$ cat src/rtl/vsrc_pkg.sv
package vsrc_pkg;
	// ****************************************
	// register map (byte addresses)
	// ****************************************
	localparam logic [7:0] range_off      = 8'h00;
	localparam logic [7:0] limit_off      = 8'h04;
	localparam logic [7:0] control_off    = 8'h08;
	localparam logic [7:0] amplitude_off  = 8'h0c;
	localparam logic [7:0] status_off     = 8'h10;
	localparam logic [7:0] rise_off       = 8'h14;
	localparam logic [7:0] fall_off       = 8'h18;
	localparam logic [7:0] event_base_off = 8'h20;
	localparam int         event_regs     = 6;
	// ****************************************
	// field positions and values
	// ****************************************
	localparam int          ctl_limit_en_bit = 0;
	localparam int          ctl_lo_tie_bit   = 1;
	localparam int          ctl_series_bit   = 2;
	localparam int          sts_compl_bit    = 0;
	localparam int          sts_conflict_bit = 1;
	localparam int          sts_range_bit    = 2;
	localparam logic [10:0] low_range_volts  = 11'h064;
	localparam logic [10:0] max_volts        = 11'h3e8;
	localparam logic [10:0] limit_reset      = 11'h3e8;
	localparam logic [10:0] limit_min        = 11'h000;
	localparam logic [10:0] range_dflt       = 11'h064;
	localparam logic [10:0] range_max_sel    = 11'h3e8;
	// keyword codes written in bits 13:12 of range and limit
	localparam logic [1:0]  kw_value = 2'h0;
	localparam logic [1:0]  kw_dflt  = 2'h1;
	localparam logic [1:0]  kw_min   = 2'h2;
	localparam logic [1:0]  kw_max   = 2'h3;
	localparam logic [11:0] amp_reset = 12'h000;

	typedef struct packed {
		logic        limit_en;
		logic        lo_tie;
		logic        series_r;
	} ctl_t;

	typedef struct packed {
		logic        high_range;
		logic [10:0] limit;
		logic signed [11:0] amplitude;
	} src_t;
endpackage : vsrc_pkg

$ cat src/rtl/vsource_config_status_events.sv
`timescale 1ns/1ns
// Contract
// - a range value up to 100 picks low range, above 100 picks 1000V range
// - refuse low range while amplitude magnitude exceeds 100; flag conflict
// - range accepts 0..1000; default and minimum give 100V, maximum 1000V
// - limit accepts 0..1000; default and maximum 1000V, minimum 0V; readable
// - limit is a magnitude applying to both polarities
// - limit only acts while enabled; otherwise range bounds output
// - limit enable 0 off, 1 on; readable
// - enabling limit while amplitude exceeds limit raises conflict
// - lo tie switch closed on 1, open on 0; readable
// - series resistor inserted when enabled, normal 1mA limit otherwise
// - compliance reads 1 at current compliance, else 0
// - six event registers each readable separately
// - event register read returns its set bits as a binary value
// - reading an event register clears its bits
// - rising filter sets event bit when condition becomes true
// - falling filter sets event bit when condition becomes false
// - amplitude beyond an enabled limit is clamped to the limit
// - amplitude beyond low range while on it raises conflict
module vsource_config_status_events #(
	parameter int ev_width = 16
) (
	input  wire logic                pclk,
	input  wire logic                presetn,
	input  wire logic                psel,
	input  wire logic                penable,
	input  wire logic                pwrite,
	input  wire logic [7:0]          paddr,
	input  wire logic [31:0]         pwdata,
	output logic      [31:0]         prdata,
	output logic                     pready,
	output logic                     pslverr,
	input  wire logic [vsrc_pkg::event_regs*ev_width-1:0] cond_in,
	input  wire logic                compliance_in,
	output logic                     high_range,
	output logic      [10:0]         limit_bound,
	output logic signed [11:0]       amplitude,
	output logic                     lo_tie_control,
	output logic                     series_resistor_limit,
	output logic                     conflict
);
	localparam int event_regs_w = vsrc_pkg::event_regs * ev_width;

	// ****************************************
	// input synchronisers
	// ****************************************
	logic [event_regs_w-1:0] cond_s1_r, cond_s2_r, cond_d_r;
	logic [event_regs_w-1:0] cond_s1_nxt, cond_s2_nxt, cond_d_nxt;
	logic                    compl_s1_r, compl_s2_r;
	logic                    compl_s1_nxt, compl_s2_nxt;

	always_comb
	begin
		cond_s1_nxt  = cond_in;
		cond_s2_nxt  = cond_s1_r;
		cond_d_nxt   = cond_s2_r;
		compl_s1_nxt = compliance_in;
		compl_s2_nxt = compl_s1_r;
	end

	always_ff @(posedge pclk or negedge presetn)
	begin
		if (!presetn)
		begin
			cond_s1_r  <= '0;
			cond_s2_r  <= '0;
			cond_d_r   <= '0;
			compl_s1_r <= 1'b0;
			compl_s2_r <= 1'b0;
		end
		else
		begin
			cond_s1_r  <= cond_s1_nxt;
			cond_s2_r  <= cond_s2_nxt;
			cond_d_r   <= cond_d_nxt;
			compl_s1_r <= compl_s1_nxt;
			compl_s2_r <= compl_s2_nxt;
		end
	end

	// ****************************************
	// apb decode
	// ****************************************
	logic       acc, wr, rd;
	logic [2:0] ev_idx;
	logic       ev_hit;

	assign acc    = psel && penable;
	assign wr     = acc && pwrite;
	assign rd     = acc && !pwrite;
	assign pready = 1'b1;
	assign ev_hit = (paddr >= vsrc_pkg::event_base_off) &&
	                (paddr < vsrc_pkg::event_base_off + 8'(4 * vsrc_pkg::event_regs)) &&
	                (paddr[1:0] == 2'h0);
	assign ev_idx = 3'((paddr - vsrc_pkg::event_base_off) >> 2);

	// ****************************************
	// source configuration
	// ****************************************
	vsrc_pkg::src_t src_r, src_nxt;
	vsrc_pkg::ctl_t ctl_r, ctl_nxt;
	logic           conflict_r, conflict_nxt;
	logic [10:0]    amp_mag, req_val, req_mag, bound;
	logic signed [11:0] req_amp;

	// magnitude makes the limit symmetric about zero
	assign amp_mag = src_r.amplitude[11] ? 11'(-src_r.amplitude) : 11'(src_r.amplitude);
	assign req_amp = pwdata[11:0];
	assign req_mag = req_amp[11] ? 11'(-req_amp) : 11'(req_amp);
	// range bounds output unless the limit is enabled and below the range bound
	assign bound   = (ctl_r.limit_en && src_r.limit < (src_r.high_range ?
	                 vsrc_pkg::max_volts : vsrc_pkg::low_range_volts)) ? src_r.limit :
	                 (src_r.high_range ? vsrc_pkg::max_volts : vsrc_pkg::low_range_volts);

	always_comb
	begin
		src_nxt      = src_r;
		ctl_nxt      = ctl_r;
		conflict_nxt = conflict_r;
		req_val      = pwdata[10:0];
		if (wr)
		begin
			unique case (paddr)
			vsrc_pkg::range_off:
			begin
				unique case (pwdata[13:12])
				vsrc_pkg::kw_dflt: req_val = vsrc_pkg::range_dflt;
				vsrc_pkg::kw_min:  req_val = vsrc_pkg::range_dflt;
				vsrc_pkg::kw_max:  req_val = vsrc_pkg::range_max_sel;
				default:           req_val = (pwdata[10:0] > vsrc_pkg::max_volts) ?
				                             vsrc_pkg::max_volts : pwdata[10:0];
				endcase
				if (req_val <= vsrc_pkg::low_range_volts)
				begin
					if (amp_mag > vsrc_pkg::low_range_volts)
						conflict_nxt = 1'b1;
					else
						src_nxt.high_range = 1'b0;
				end
				else
					src_nxt.high_range = 1'b1;
			end
			vsrc_pkg::limit_off:
			begin
				unique case (pwdata[13:12])
				vsrc_pkg::kw_dflt: src_nxt.limit = vsrc_pkg::limit_reset;
				vsrc_pkg::kw_min:  src_nxt.limit = vsrc_pkg::limit_min;
				vsrc_pkg::kw_max:  src_nxt.limit = vsrc_pkg::max_volts;
				default:           src_nxt.limit = (pwdata[10:0] > vsrc_pkg::max_volts) ?
				                                   vsrc_pkg::max_volts : pwdata[10:0];
				endcase
			end
			vsrc_pkg::control_off:
			begin
				ctl_nxt.limit_en = pwdata[vsrc_pkg::ctl_limit_en_bit];
				ctl_nxt.lo_tie   = pwdata[vsrc_pkg::ctl_lo_tie_bit];
				ctl_nxt.series_r = pwdata[vsrc_pkg::ctl_series_bit];
				if (pwdata[vsrc_pkg::ctl_limit_en_bit] && !ctl_r.limit_en &&
				    amp_mag > src_r.limit)
					conflict_nxt = 1'b1;
			end
			vsrc_pkg::amplitude_off:
			begin
				if (!src_r.high_range && req_mag > vsrc_pkg::low_range_volts)
					conflict_nxt = 1'b1;
				else if (req_mag > bound)
					// clamp keeps the sign, so limit holds in both polarities
					src_nxt.amplitude = req_amp[11] ? -12'(bound) : 12'(bound);
				else
					src_nxt.amplitude = req_amp;
			end
			vsrc_pkg::status_off:
				if (pwdata[vsrc_pkg::sts_conflict_bit])
					conflict_nxt = 1'b0;
			default: ;
			endcase
		end
	end

	always_ff @(posedge pclk or negedge presetn)
	begin
		if (!presetn)
		begin
			src_r      <= '{1'b0, vsrc_pkg::limit_reset, vsrc_pkg::amp_reset};
			ctl_r      <= '0;
			conflict_r <= 1'b0;
		end
		else
		begin
			src_r      <= src_nxt;
			ctl_r      <= ctl_nxt;
			conflict_r <= conflict_nxt;
		end
	end

	assign high_range            = src_r.high_range;
	assign limit_bound           = bound;
	assign amplitude             = src_r.amplitude;
	assign lo_tie_control        = ctl_r.lo_tie;
	assign series_resistor_limit = ctl_r.series_r;
	assign conflict              = conflict_r;

	// ****************************************
	// transition filters and event registers
	// ****************************************
	logic [event_regs_w-1:0] rising_edge_filter_r, rising_edge_filter_nxt;
	logic [event_regs_w-1:0] falling_edge_filter_r, falling_edge_filter_nxt;
	logic [event_regs_w-1:0] ev_r, ev_nxt, hit;
	logic [2:0]              filt_idx;

	// filter writes pick one event register by data bits 18:16
	assign filt_idx = pwdata[18:16];
	assign hit = (rising_edge_filter_r & cond_s2_r & ~cond_d_r) |
	             (falling_edge_filter_r & ~cond_s2_r & cond_d_r);

	genvar g;
	generate
		for (g = 0; g < vsrc_pkg::event_regs; g++)
		begin : g_ev
			always_comb
			begin
				rising_edge_filter_nxt[g*ev_width +: ev_width] =
					rising_edge_filter_r[g*ev_width +: ev_width];
				falling_edge_filter_nxt[g*ev_width +: ev_width] =
					falling_edge_filter_r[g*ev_width +: ev_width];
				if (wr && paddr == vsrc_pkg::rise_off && filt_idx == 3'(g))
					rising_edge_filter_nxt[g*ev_width +: ev_width] = pwdata[ev_width-1:0];
				if (wr && paddr == vsrc_pkg::fall_off && filt_idx == 3'(g))
					falling_edge_filter_nxt[g*ev_width +: ev_width] = pwdata[ev_width-1:0];
				// set beats the clearing read so no event is lost
				ev_nxt[g*ev_width +: ev_width] =
					((rd && ev_hit && ev_idx == 3'(g)) ? '0 :
					 ev_r[g*ev_width +: ev_width]) | hit[g*ev_width +: ev_width];
			end
		end
	endgenerate

	always_ff @(posedge pclk or negedge presetn)
	begin
		if (!presetn)
		begin
			rising_edge_filter_r  <= '1;
			falling_edge_filter_r <= '0;
			ev_r                  <= '0;
		end
		else
		begin
			rising_edge_filter_r  <= rising_edge_filter_nxt;
			falling_edge_filter_r <= falling_edge_filter_nxt;
			ev_r                  <= ev_nxt;
		end
	end

	// ****************************************
	// read mux
	// ****************************************
	always_comb
	begin
		prdata  = '0;
		pslverr = 1'b0;
		if (rd)
		begin
			if (ev_hit)
				prdata[ev_width-1:0] = ev_r[ev_idx*ev_width +: ev_width];
			else
			begin
				unique case (paddr)
				vsrc_pkg::range_off:     prdata[10:0] = src_r.high_range ?
				                         vsrc_pkg::max_volts : vsrc_pkg::low_range_volts;
				vsrc_pkg::limit_off:     prdata[10:0] = src_r.limit;
				vsrc_pkg::control_off:   prdata[2:0]  = {ctl_r.series_r, ctl_r.lo_tie,
				                                          ctl_r.limit_en};
				vsrc_pkg::amplitude_off: prdata[11:0] = src_r.amplitude;
				vsrc_pkg::status_off:    prdata[2:0]  = {src_r.high_range, conflict_r,
				                                          compl_s2_r};
				default:                 pslverr = 1'b1;
				endcase
			end
		end
	end

	// ****************************************
	// checks
	// ****************************************
	a_clear_read: assert property (@(posedge pclk) disable iff (!presetn)
		(rd && ev_hit && ev_idx == 3'h0 && hit[ev_width-1:0] == '0)
		|=> ev_r[ev_width-1:0] == '0)
		else $error("event register not cleared by read");
	a_event_sticky: assert property (@(posedge pclk) disable iff (!presetn)
		(ev_r[0] && !(rd && ev_hit && ev_idx == 3'h0)) |=> ev_r[0])
		else $error("event bit lost without read");
	a_rise_sets: assert property (@(posedge pclk) disable iff (!presetn)
		(rising_edge_filter_r[0] && cond_s2_r[0] && !cond_d_r[0]) |=> ev_r[0])
		else $error("rising event not captured");
	a_set_wins: assert property (@(posedge pclk) disable iff (!presetn)
		(rd && ev_hit && ev_idx == 3'h0 && hit[0]) |=> ev_r[0])
		else $error("event lost at clearing read");
	a_amp_bound: assert property (@(posedge pclk) disable iff (!presetn)
		$changed(src_r.amplitude) |-> amp_mag <= $past(bound))
		else $error("amplitude above bound");
	a_low_guard: assert property (@(posedge pclk) disable iff (!presetn)
		(wr && paddr == vsrc_pkg::range_off && amp_mag > vsrc_pkg::low_range_volts)
		|=> high_range == $past(high_range))
		else $error("low range taken with high amplitude");
	a_lim_conflict: assert property (@(posedge pclk) disable iff (!presetn)
		(wr && paddr == vsrc_pkg::control_off && pwdata[0] && !ctl_r.limit_en &&
		 amp_mag > src_r.limit) |=> conflict)
		else $error("limit enable conflict missed");
	a_high_pick: assert property (@(posedge pclk) disable iff (!presetn)
		(wr && paddr == vsrc_pkg::range_off && pwdata[13:12] == vsrc_pkg::kw_value &&
		 pwdata[10:0] > vsrc_pkg::low_range_volts) |=> high_range)
		else $error("high range not selected");
	a_lo_tie: assert property (@(posedge pclk) disable iff (!presetn)
		(wr && paddr == vsrc_pkg::control_off) |=> lo_tie_control == $past(pwdata[1]))
		else $error("lo tie not following write");
endmodule : vsource_config_status_events

$ cat config.mk
export PLATFORM = sky130hd
export DESIGN_NAME = vsource_config_status_events
export DESIGN_NICKNAME = d
export VERILOG_FILES = /design/src/rtl/vsrc_pkg.sv /design/src/rtl/vsource_config_status_events.sv
export SDC_FILE = /design/constraint.sdc
export NUM_CORES = 1
export LEC_CHECK = 0
export ABC_AREA = 0
export BUFFER_PORTS_ARGS = -buffer_cell sky130_fd_sc_hd__buf_4
export CAP_MARGIN = 10
export CORE_MARGIN = 2
export CORE_UTILIZATION = 59
export CTS_CLUSTER_DIAMETER = 60
export DETAILED_ROUTE_END_ITERATION = 12
export GPL_ROUTABILITY_DRIVEN = 0
export HOLD_SLACK_MARGIN = 0.15
export PLACE_DENSITY = 0.79
export SETUP_SLACK_MARGIN = 0.4
export SYNTH_ARGS = -nofsm -noshare
export SYNTH_HDL_FRONTEND = slang
export SYNTH_SLANG_ARGS = --single-unit
$ cat constraint.sdc
create_clock -name pclk -period 4.8 [get_ports pclk]
set_input_delay 0.48 -clock pclk [delete_from_list [all_inputs] [get_ports pclk]]
set_output_delay 0.48 -clock pclk [all_outputs]
set_load 0.05 [all_outputs]
## Word level (Yosys, flattened, before mapping)

Cells that the tools add are included.

| operators by class | value |
|---|---|
| eq/ne operators | 25 |
| shift-type cells | 1 |
| bitwise logic cells | 14 |
| reductions and logical operators | 46 |
| add/sub/neg operators | 4 |
| multiplexer cells | 34 |
| order comparisons | 9 |

Operator list:

| kind | number |
|---|---|
| bitwise AND 96 bit | 4 |
| NOT 96 bit | 2 |
| 2-to-1 mux 16 bit | 7 |
| OR 16 bit | 6 |
| OR 96 bit | 1 |
| variable part select 96 x 8 -> 16 bit | 1 |
| 2-to-1 mux 11 bit | 6 |
| case mux 11 bit (2 select lines) | 2 |
| 2-to-1 mux 12 bit | 3 |
| logical AND 1 bit | 30 |
| == test 8 x 5 -> 1 bit, second input constant | 3 |
| case mux 8 bit (3 select lines) | 1 |
| > comparator 11 bit | 2 |
| > comparator 11 x 7 -> 1 bit, second input constant | 2 |
| negation 11 bit | 2 |
| == test 8 x 4 -> 1 bit, second input constant | 2 |
| case mux 3 bit (5 select lines) | 1 |
| == test 3 x 2 -> 1 bit, second input constant | 4 |
| == test 3 bit, second input constant | 4 |
| != test 2 bit, second input constant | 6 |
| negation 11 -> 12 bit | 1 |
| > comparator 11 x 10 -> 1 bit, second input constant | 1 |
| <= comparator 11 x 7 -> 1 bit, second input constant | 1 |
| less-than comparator 11 bit | 1 |
| 22 further kinds | 40 |

| word-level totals | value |
|---|---|
| word-level logic and storage cells | 158 |
| input bits | 142 |
| output and inout bits | 61 |
| bits in registers | 606 |

## Depth between registers and ports, before layout

| depth | value |
|---|---|
| depth in word-level cells | 8 |
| gate-level depth with buffers | 18 |
| depth with buffers taken out | 15 |

## Worst setup path before layout

OpenSTA, ideal clock, no wires.

| path | value |
|---|---|
| path kind | flip-flop to flip-flop |
| start | register src_r (netlist bit high_range) |
| end | register src_r (netlist bit amplitude[10]) |
| stages on the path, launching flop included | 18 |
| data required time | 4675 ps |
| arrival time | 4353 ps |
| period minus slack after synthesis | 4478 ps |
| setup slack | 322 ps |
| setup time | 125 ps |
| path through | dfrtp_1 > buf_4 > inv_1 > ha_1 > a21oi_1 > o211ai_1 > nor2_1 > clkbuf_1 > nand2_1 > inv_1 > ha_1 > nand4_1 > nor3_1 > nand4b_1 > o22ai_1 > clkbuf_1 > mux2_2 > mux2_4 |

| on the way | value |
|---|---|
| longest elaborated chain between the ends | 7 |
| elaborated cells between the ends (all ways) | 12 |
| those cells by class | add/sub (1); order compare (2); mux (4); bitwise (1); reduce/logical (4) |

RTL lines:

| item | RTL line | text |
|---|---|---|
| start, declared | vsource_config_status_events.sv:101 | `vsrc_pkg::src_t src_r, src_nxt;` |
| start signal, assigned | vsource_config_status_events.sv:185 | `src_r <= '{1'b0, vsrc_pkg::limit_reset, vsrc_pkg::amp_reset};` |
| start signal, assigned | vsource_config_status_events.sv:191 | `src_r <= src_nxt;` |
| 2-to-1 mux 10 bit * | vsource_config_status_events.sv:112 | `assign bound = (ctl_r.limit_en && src_r.limit < (src_r.high_range ?` |
| less-than comparator 11 bit * | vsource_config_status_events.sv:112 |  |
| logical AND 1 bit * | vsource_config_status_events.sv:112 |  |
| 2-to-1 mux 11 bit * | vsource_config_status_events.sv:113 | `vsrc_pkg::max_volts : vsrc_pkg::low_range_volts)) ? src_r.limit :` |
| via limit_bound[0] | vsource_config_status_events.sv:37 | `output logic [10:0] limit_bound,` |
| negation 11 -> 12 bit | vsource_config_status_events.sv:169 | `src_nxt.amplitude = req_amp[11] ? -12'(bound) : 12'(bound);` |
| 2-to-1 mux 12 bit | vsource_config_status_events.sv:169 |  |
| 2-to-1 mux 12 bit * | vsource_config_status_events.sv:167 | `else if (req_mag > bound)` |

The timed path passes the listed nets; every way through them passes the cells marked *.
A chain may end at the register's enable or synchronous reset.

## Worst setup path in the final report

| path | value |
|---|---|
| start | register src_r (netlist bit high_range) |
| end | register src_r (netlist bit amplitude[8]) |

| on the way | value |
|---|---|
| longest elaborated chain between the ends | 7 |
| elaborated cells between the ends (all ways) | 12 |
| those cells by class | add/sub (1); order compare (2); mux (4); bitwise (1); reduce/logical (4) |

RTL lines:

| item | RTL line |
|---|---|
| 2-to-1 mux 10 bit | vsource_config_status_events.sv:112, vsource_config_status_events.sv:114 |
| less-than comparator 11 bit | vsource_config_status_events.sv:112 |
| logical AND 1 bit | vsource_config_status_events.sv:112 |
| 2-to-1 mux 11 bit | vsource_config_status_events.sv:113 |
| negation 11 -> 12 bit | vsource_config_status_events.sv:169 |
| 2-to-1 mux 12 bit | vsource_config_status_events.sv:169 |
| 2-to-1 mux 12 bit | vsource_config_status_events.sv:167 |

Several ways; a longest one is shown, not always the timed one.

==> run_results.csv <==
group,metric,value,unit
run_status,status,"finished clean",
global_routing,gr-total-overflow,0,
synth,ys.flop_type,"dfrtp_1",
cts,cts_max_path_buffers,3,
detailed_routing,ant_nets,0,
detailed_routing,dr_total_vias,15823,
timing,relSlewSlack,0.179,
pwr,vdd_drop_max,0.303,mV
synth,postSynth.asyncResetShare,1.00,
timing,final-hold-violation-count,0,
timing,finalSetupViolCount,0,
cells_and_area,fin_nets,2280,
global_routing,grt_usage,0.289,
global_routing,antenna_found_initial,1,
critical_path,worstPathArrival,4.72,ns
critical_path,critPathKind,"register to register",
detailed_routing,dr.pass1.iters,8,
placed_design,hpwl,37100,um
global_routing,grt_pass1_vias,16468,
die,dieWidth,204,um
cells_and_area,layout-drive-gt1-share,0.269,
synth,synth_area_leaders,"dfrtp_1 53%, dfstp_2 11%, mux2_2 7.1%",
die,die_area,41700,um2
detailed_routing,drt-vias-per-instance,5.90,
detailed_routing,drt_iter0_markers,1485,
cts,clock_latency,0.63,ns
synth,ys_seq_area_frac,0.647,
synth,synth.largest_area_cell,"dfrtp_1",
synth,syn_area_per_cell,12.8,um2
timing,period_share,0.878,
critical_path,crit_path_end_kind,"register",
timing,timing.hold.ws,0.184,ns
cts,cts_tree,"yes",
placed_design,portBuffers,171,
critical_path,cp.required,5.30,ns
cells_and_area,layout_commonest_cell,"dfrtp_1",
detailed_routing,drc_errors,0,
timing,worst_pin_slew,1.23,ns
timing,slew_viol_final,0,
synth,synthCells,1851,
timing,max_clock_freq,237,MHz
global_routing,grt_max_degree,127,
synth,ys_seq_elements,606,
cts,clock-sinks,606,
cells_and_area,final_cell_mix,"504 x dfrtp_1, 304 x nand2_1, 184 x buf_4",
pwr,p_leak,12.4,nW
critical_path,crit_fanout,12,
cts,ctsRootBufferMaster,"clkbuf_16",
cells_and_area,area.growth.synth_to_final,19.3,%
cts,clk_pin_slew,0.06,ns
synth,netlist_area,23700,um2
die,row_count,73,
timing,finalClockSkew,0.0144,ns
pwr,powerDensity,376,nW/um2
global_routing,grt_pass1_wl,91500,um
synth,yosysWarningCount,0,
synth,synth_edf_count,0,
die,io_pins,203,
detailed_routing,drt-total-wl,58600,um
critical_path,crit_path_start_kind,"register",
cts,cts_made_buffers,58,
timing,min_period,4.21,ns
synth,ys_types,71,
timing,tns,0,ns
die,die_h,204,um
die,core-area,39600,um2
timing,rsz0062_at_grt,"no",
worst_hold_path,hold_path_class,"input port to register",
synth,yosys.area.top_type_share,0.533,
cts,postCtsSetupBuffers,0,
detailed_routing,routedWlPerCell,21.9,um
run,max_cap_violations,0,
die,start_util,0.597,
cts,cts-htree-levels,2,
-- cell families after synthesis --
group	after synthesis	synth area share
buf+inv	153	0.0311
mux	194	0.0994
flops	606	0.647
xor+xnor	23	0.00852
fa+ha+maj	33	0.0175
simple gates	539	0.113
compound gates	301	0.0840
other cells	2	0.000318
-- Yosys cell counts (all sizes together) (3+ instances only) --
cell type and number:
a41oi 4, mux4 15, dfrtp 504, or4 5, a211oi 4, or3 4
a21oi 29, o41ai 5, dfstp 102, nor2b 6, o22ai 5, nand3 19
o311ai 3, nor4 6, o211ai 103, a22o 5, clkbuf 63, nand4 7
mux2i 23, mux2 156, nand2b 9, o31ai 6, nand3b 97, buf 47
nand4b 4, inv 41, a22oi 7, nor2 45, a31oi 6, ha 33
nand2 304, nor3 21, a21o 3, and3 4, xnor2 21, o21ai 101
-- metal layers --
metal	track usage	wire length, um
met5	0	0
met4	0.108	2080
met2	0.473	28500
met3	0.0641	4620
met1	0.383	23400
-- sequential cells by signal, indices dropped and copies added (netlist names) --
name                   flops
lo_tie_control             1
compl_s1_r                 1
high_range                 1
rising_edge_filter_r      96
compl_s2_r                 1
conflict                   1
series_resistor_limit      1
cond_s1_r                 96
amplitude                 12
falling_edge_filter_r     96
cond_d_nxt                96
src_r                     11
cond_d_r                  96
ev_r                      96
ctl_r                      1
-- final timing paths --
path	from	to	slack (ns)	cells after the start
min reg2reg	cond_s1_r[87]$_DFF_PN0_	cond_d_nxt[87]$_DFF_PN0_	0.34	0
min	pwdata[13]	falling_edge_filter_r[61]$_DFFE_PN0P_	0.18	2
max	high_range$_DFFE_PN0P_	amplitude[8]$_DFFE_PN0P_	0.59	14
max in group asynchronous	presetn	cond_d_r[69]$_DFF_PN0_	3.01	3
min in group asynchronous	presetn	cond_s1_r[35]$_DFF_PN0_	0.54	2
max reg2reg	high_range$_DFFE_PN0P_	amplitude[8]$_DFFE_PN0P_	0.59	14
-- power breakdown --
group	internal, mW	switching, mW	total (mW)
Clock	2.69	1.96	4.65
Combinational	0.231	0.360	0.591
Sequential	5.26	0.0985	5.36
Total	8.19	2.42	10.6
-- per-stage QoR --
stage | instances | util | worst slack (ns) | area, um2 | total power [mW]
after floorplan | 1868 | - | 0.460 | 23700 | 5.66
after global placement | 2472 | 0.638 | 0.768 | 25300 | 5.95
after detailed placement | 2472 | 0.638 | 0.633 | 25300 | 5.97
after CTS | 2679 | 0.712 | 0.596 | 28200 | 10.7
after global routing | 2679 | 0.712 | 0.411 | 28200 | 11.0
final | 2681 | 0.712 | 0.588 | 28200 | 10.6
-- final cells by class --
cell class	instances	area, um2
Inverter	43	161
Clock buffer	76	1570
Sequential cell	606	15300
Fill cell	2726	11400
Tap cell	525	657
Multi-Input combinational cell	1109	7690
Antenna cell	2	5.00
Timing Repair Buffer	287	2460
Clock inverter	33	380
-- worst max-delay path: stages (launching register included) --
cell,delay (ns)
dfrtp_1,0.59
inv_1,0.25
ha_1,0.37
a21oi_1,0.14
o211ai_1,0.22
or2_2,0.47
a21oi_2,0.34
ha_1,0.31
nand4_1,0.11
nor3_1,0.06
nand4b_1,0.16
o22ai_1,0.18
buf_4,0.25
mux2_2,0.37
mux2_4,0.26
-- repair_timing --
item                                    4_1_cts  5_1_grt
hold buffers                                 98        0
endpoints found under the hold margin       197        0
endpoints found under the setup margin        0        9
resized for setup                             0        3
Note: power is estimated with default switching activity, not from simulation.
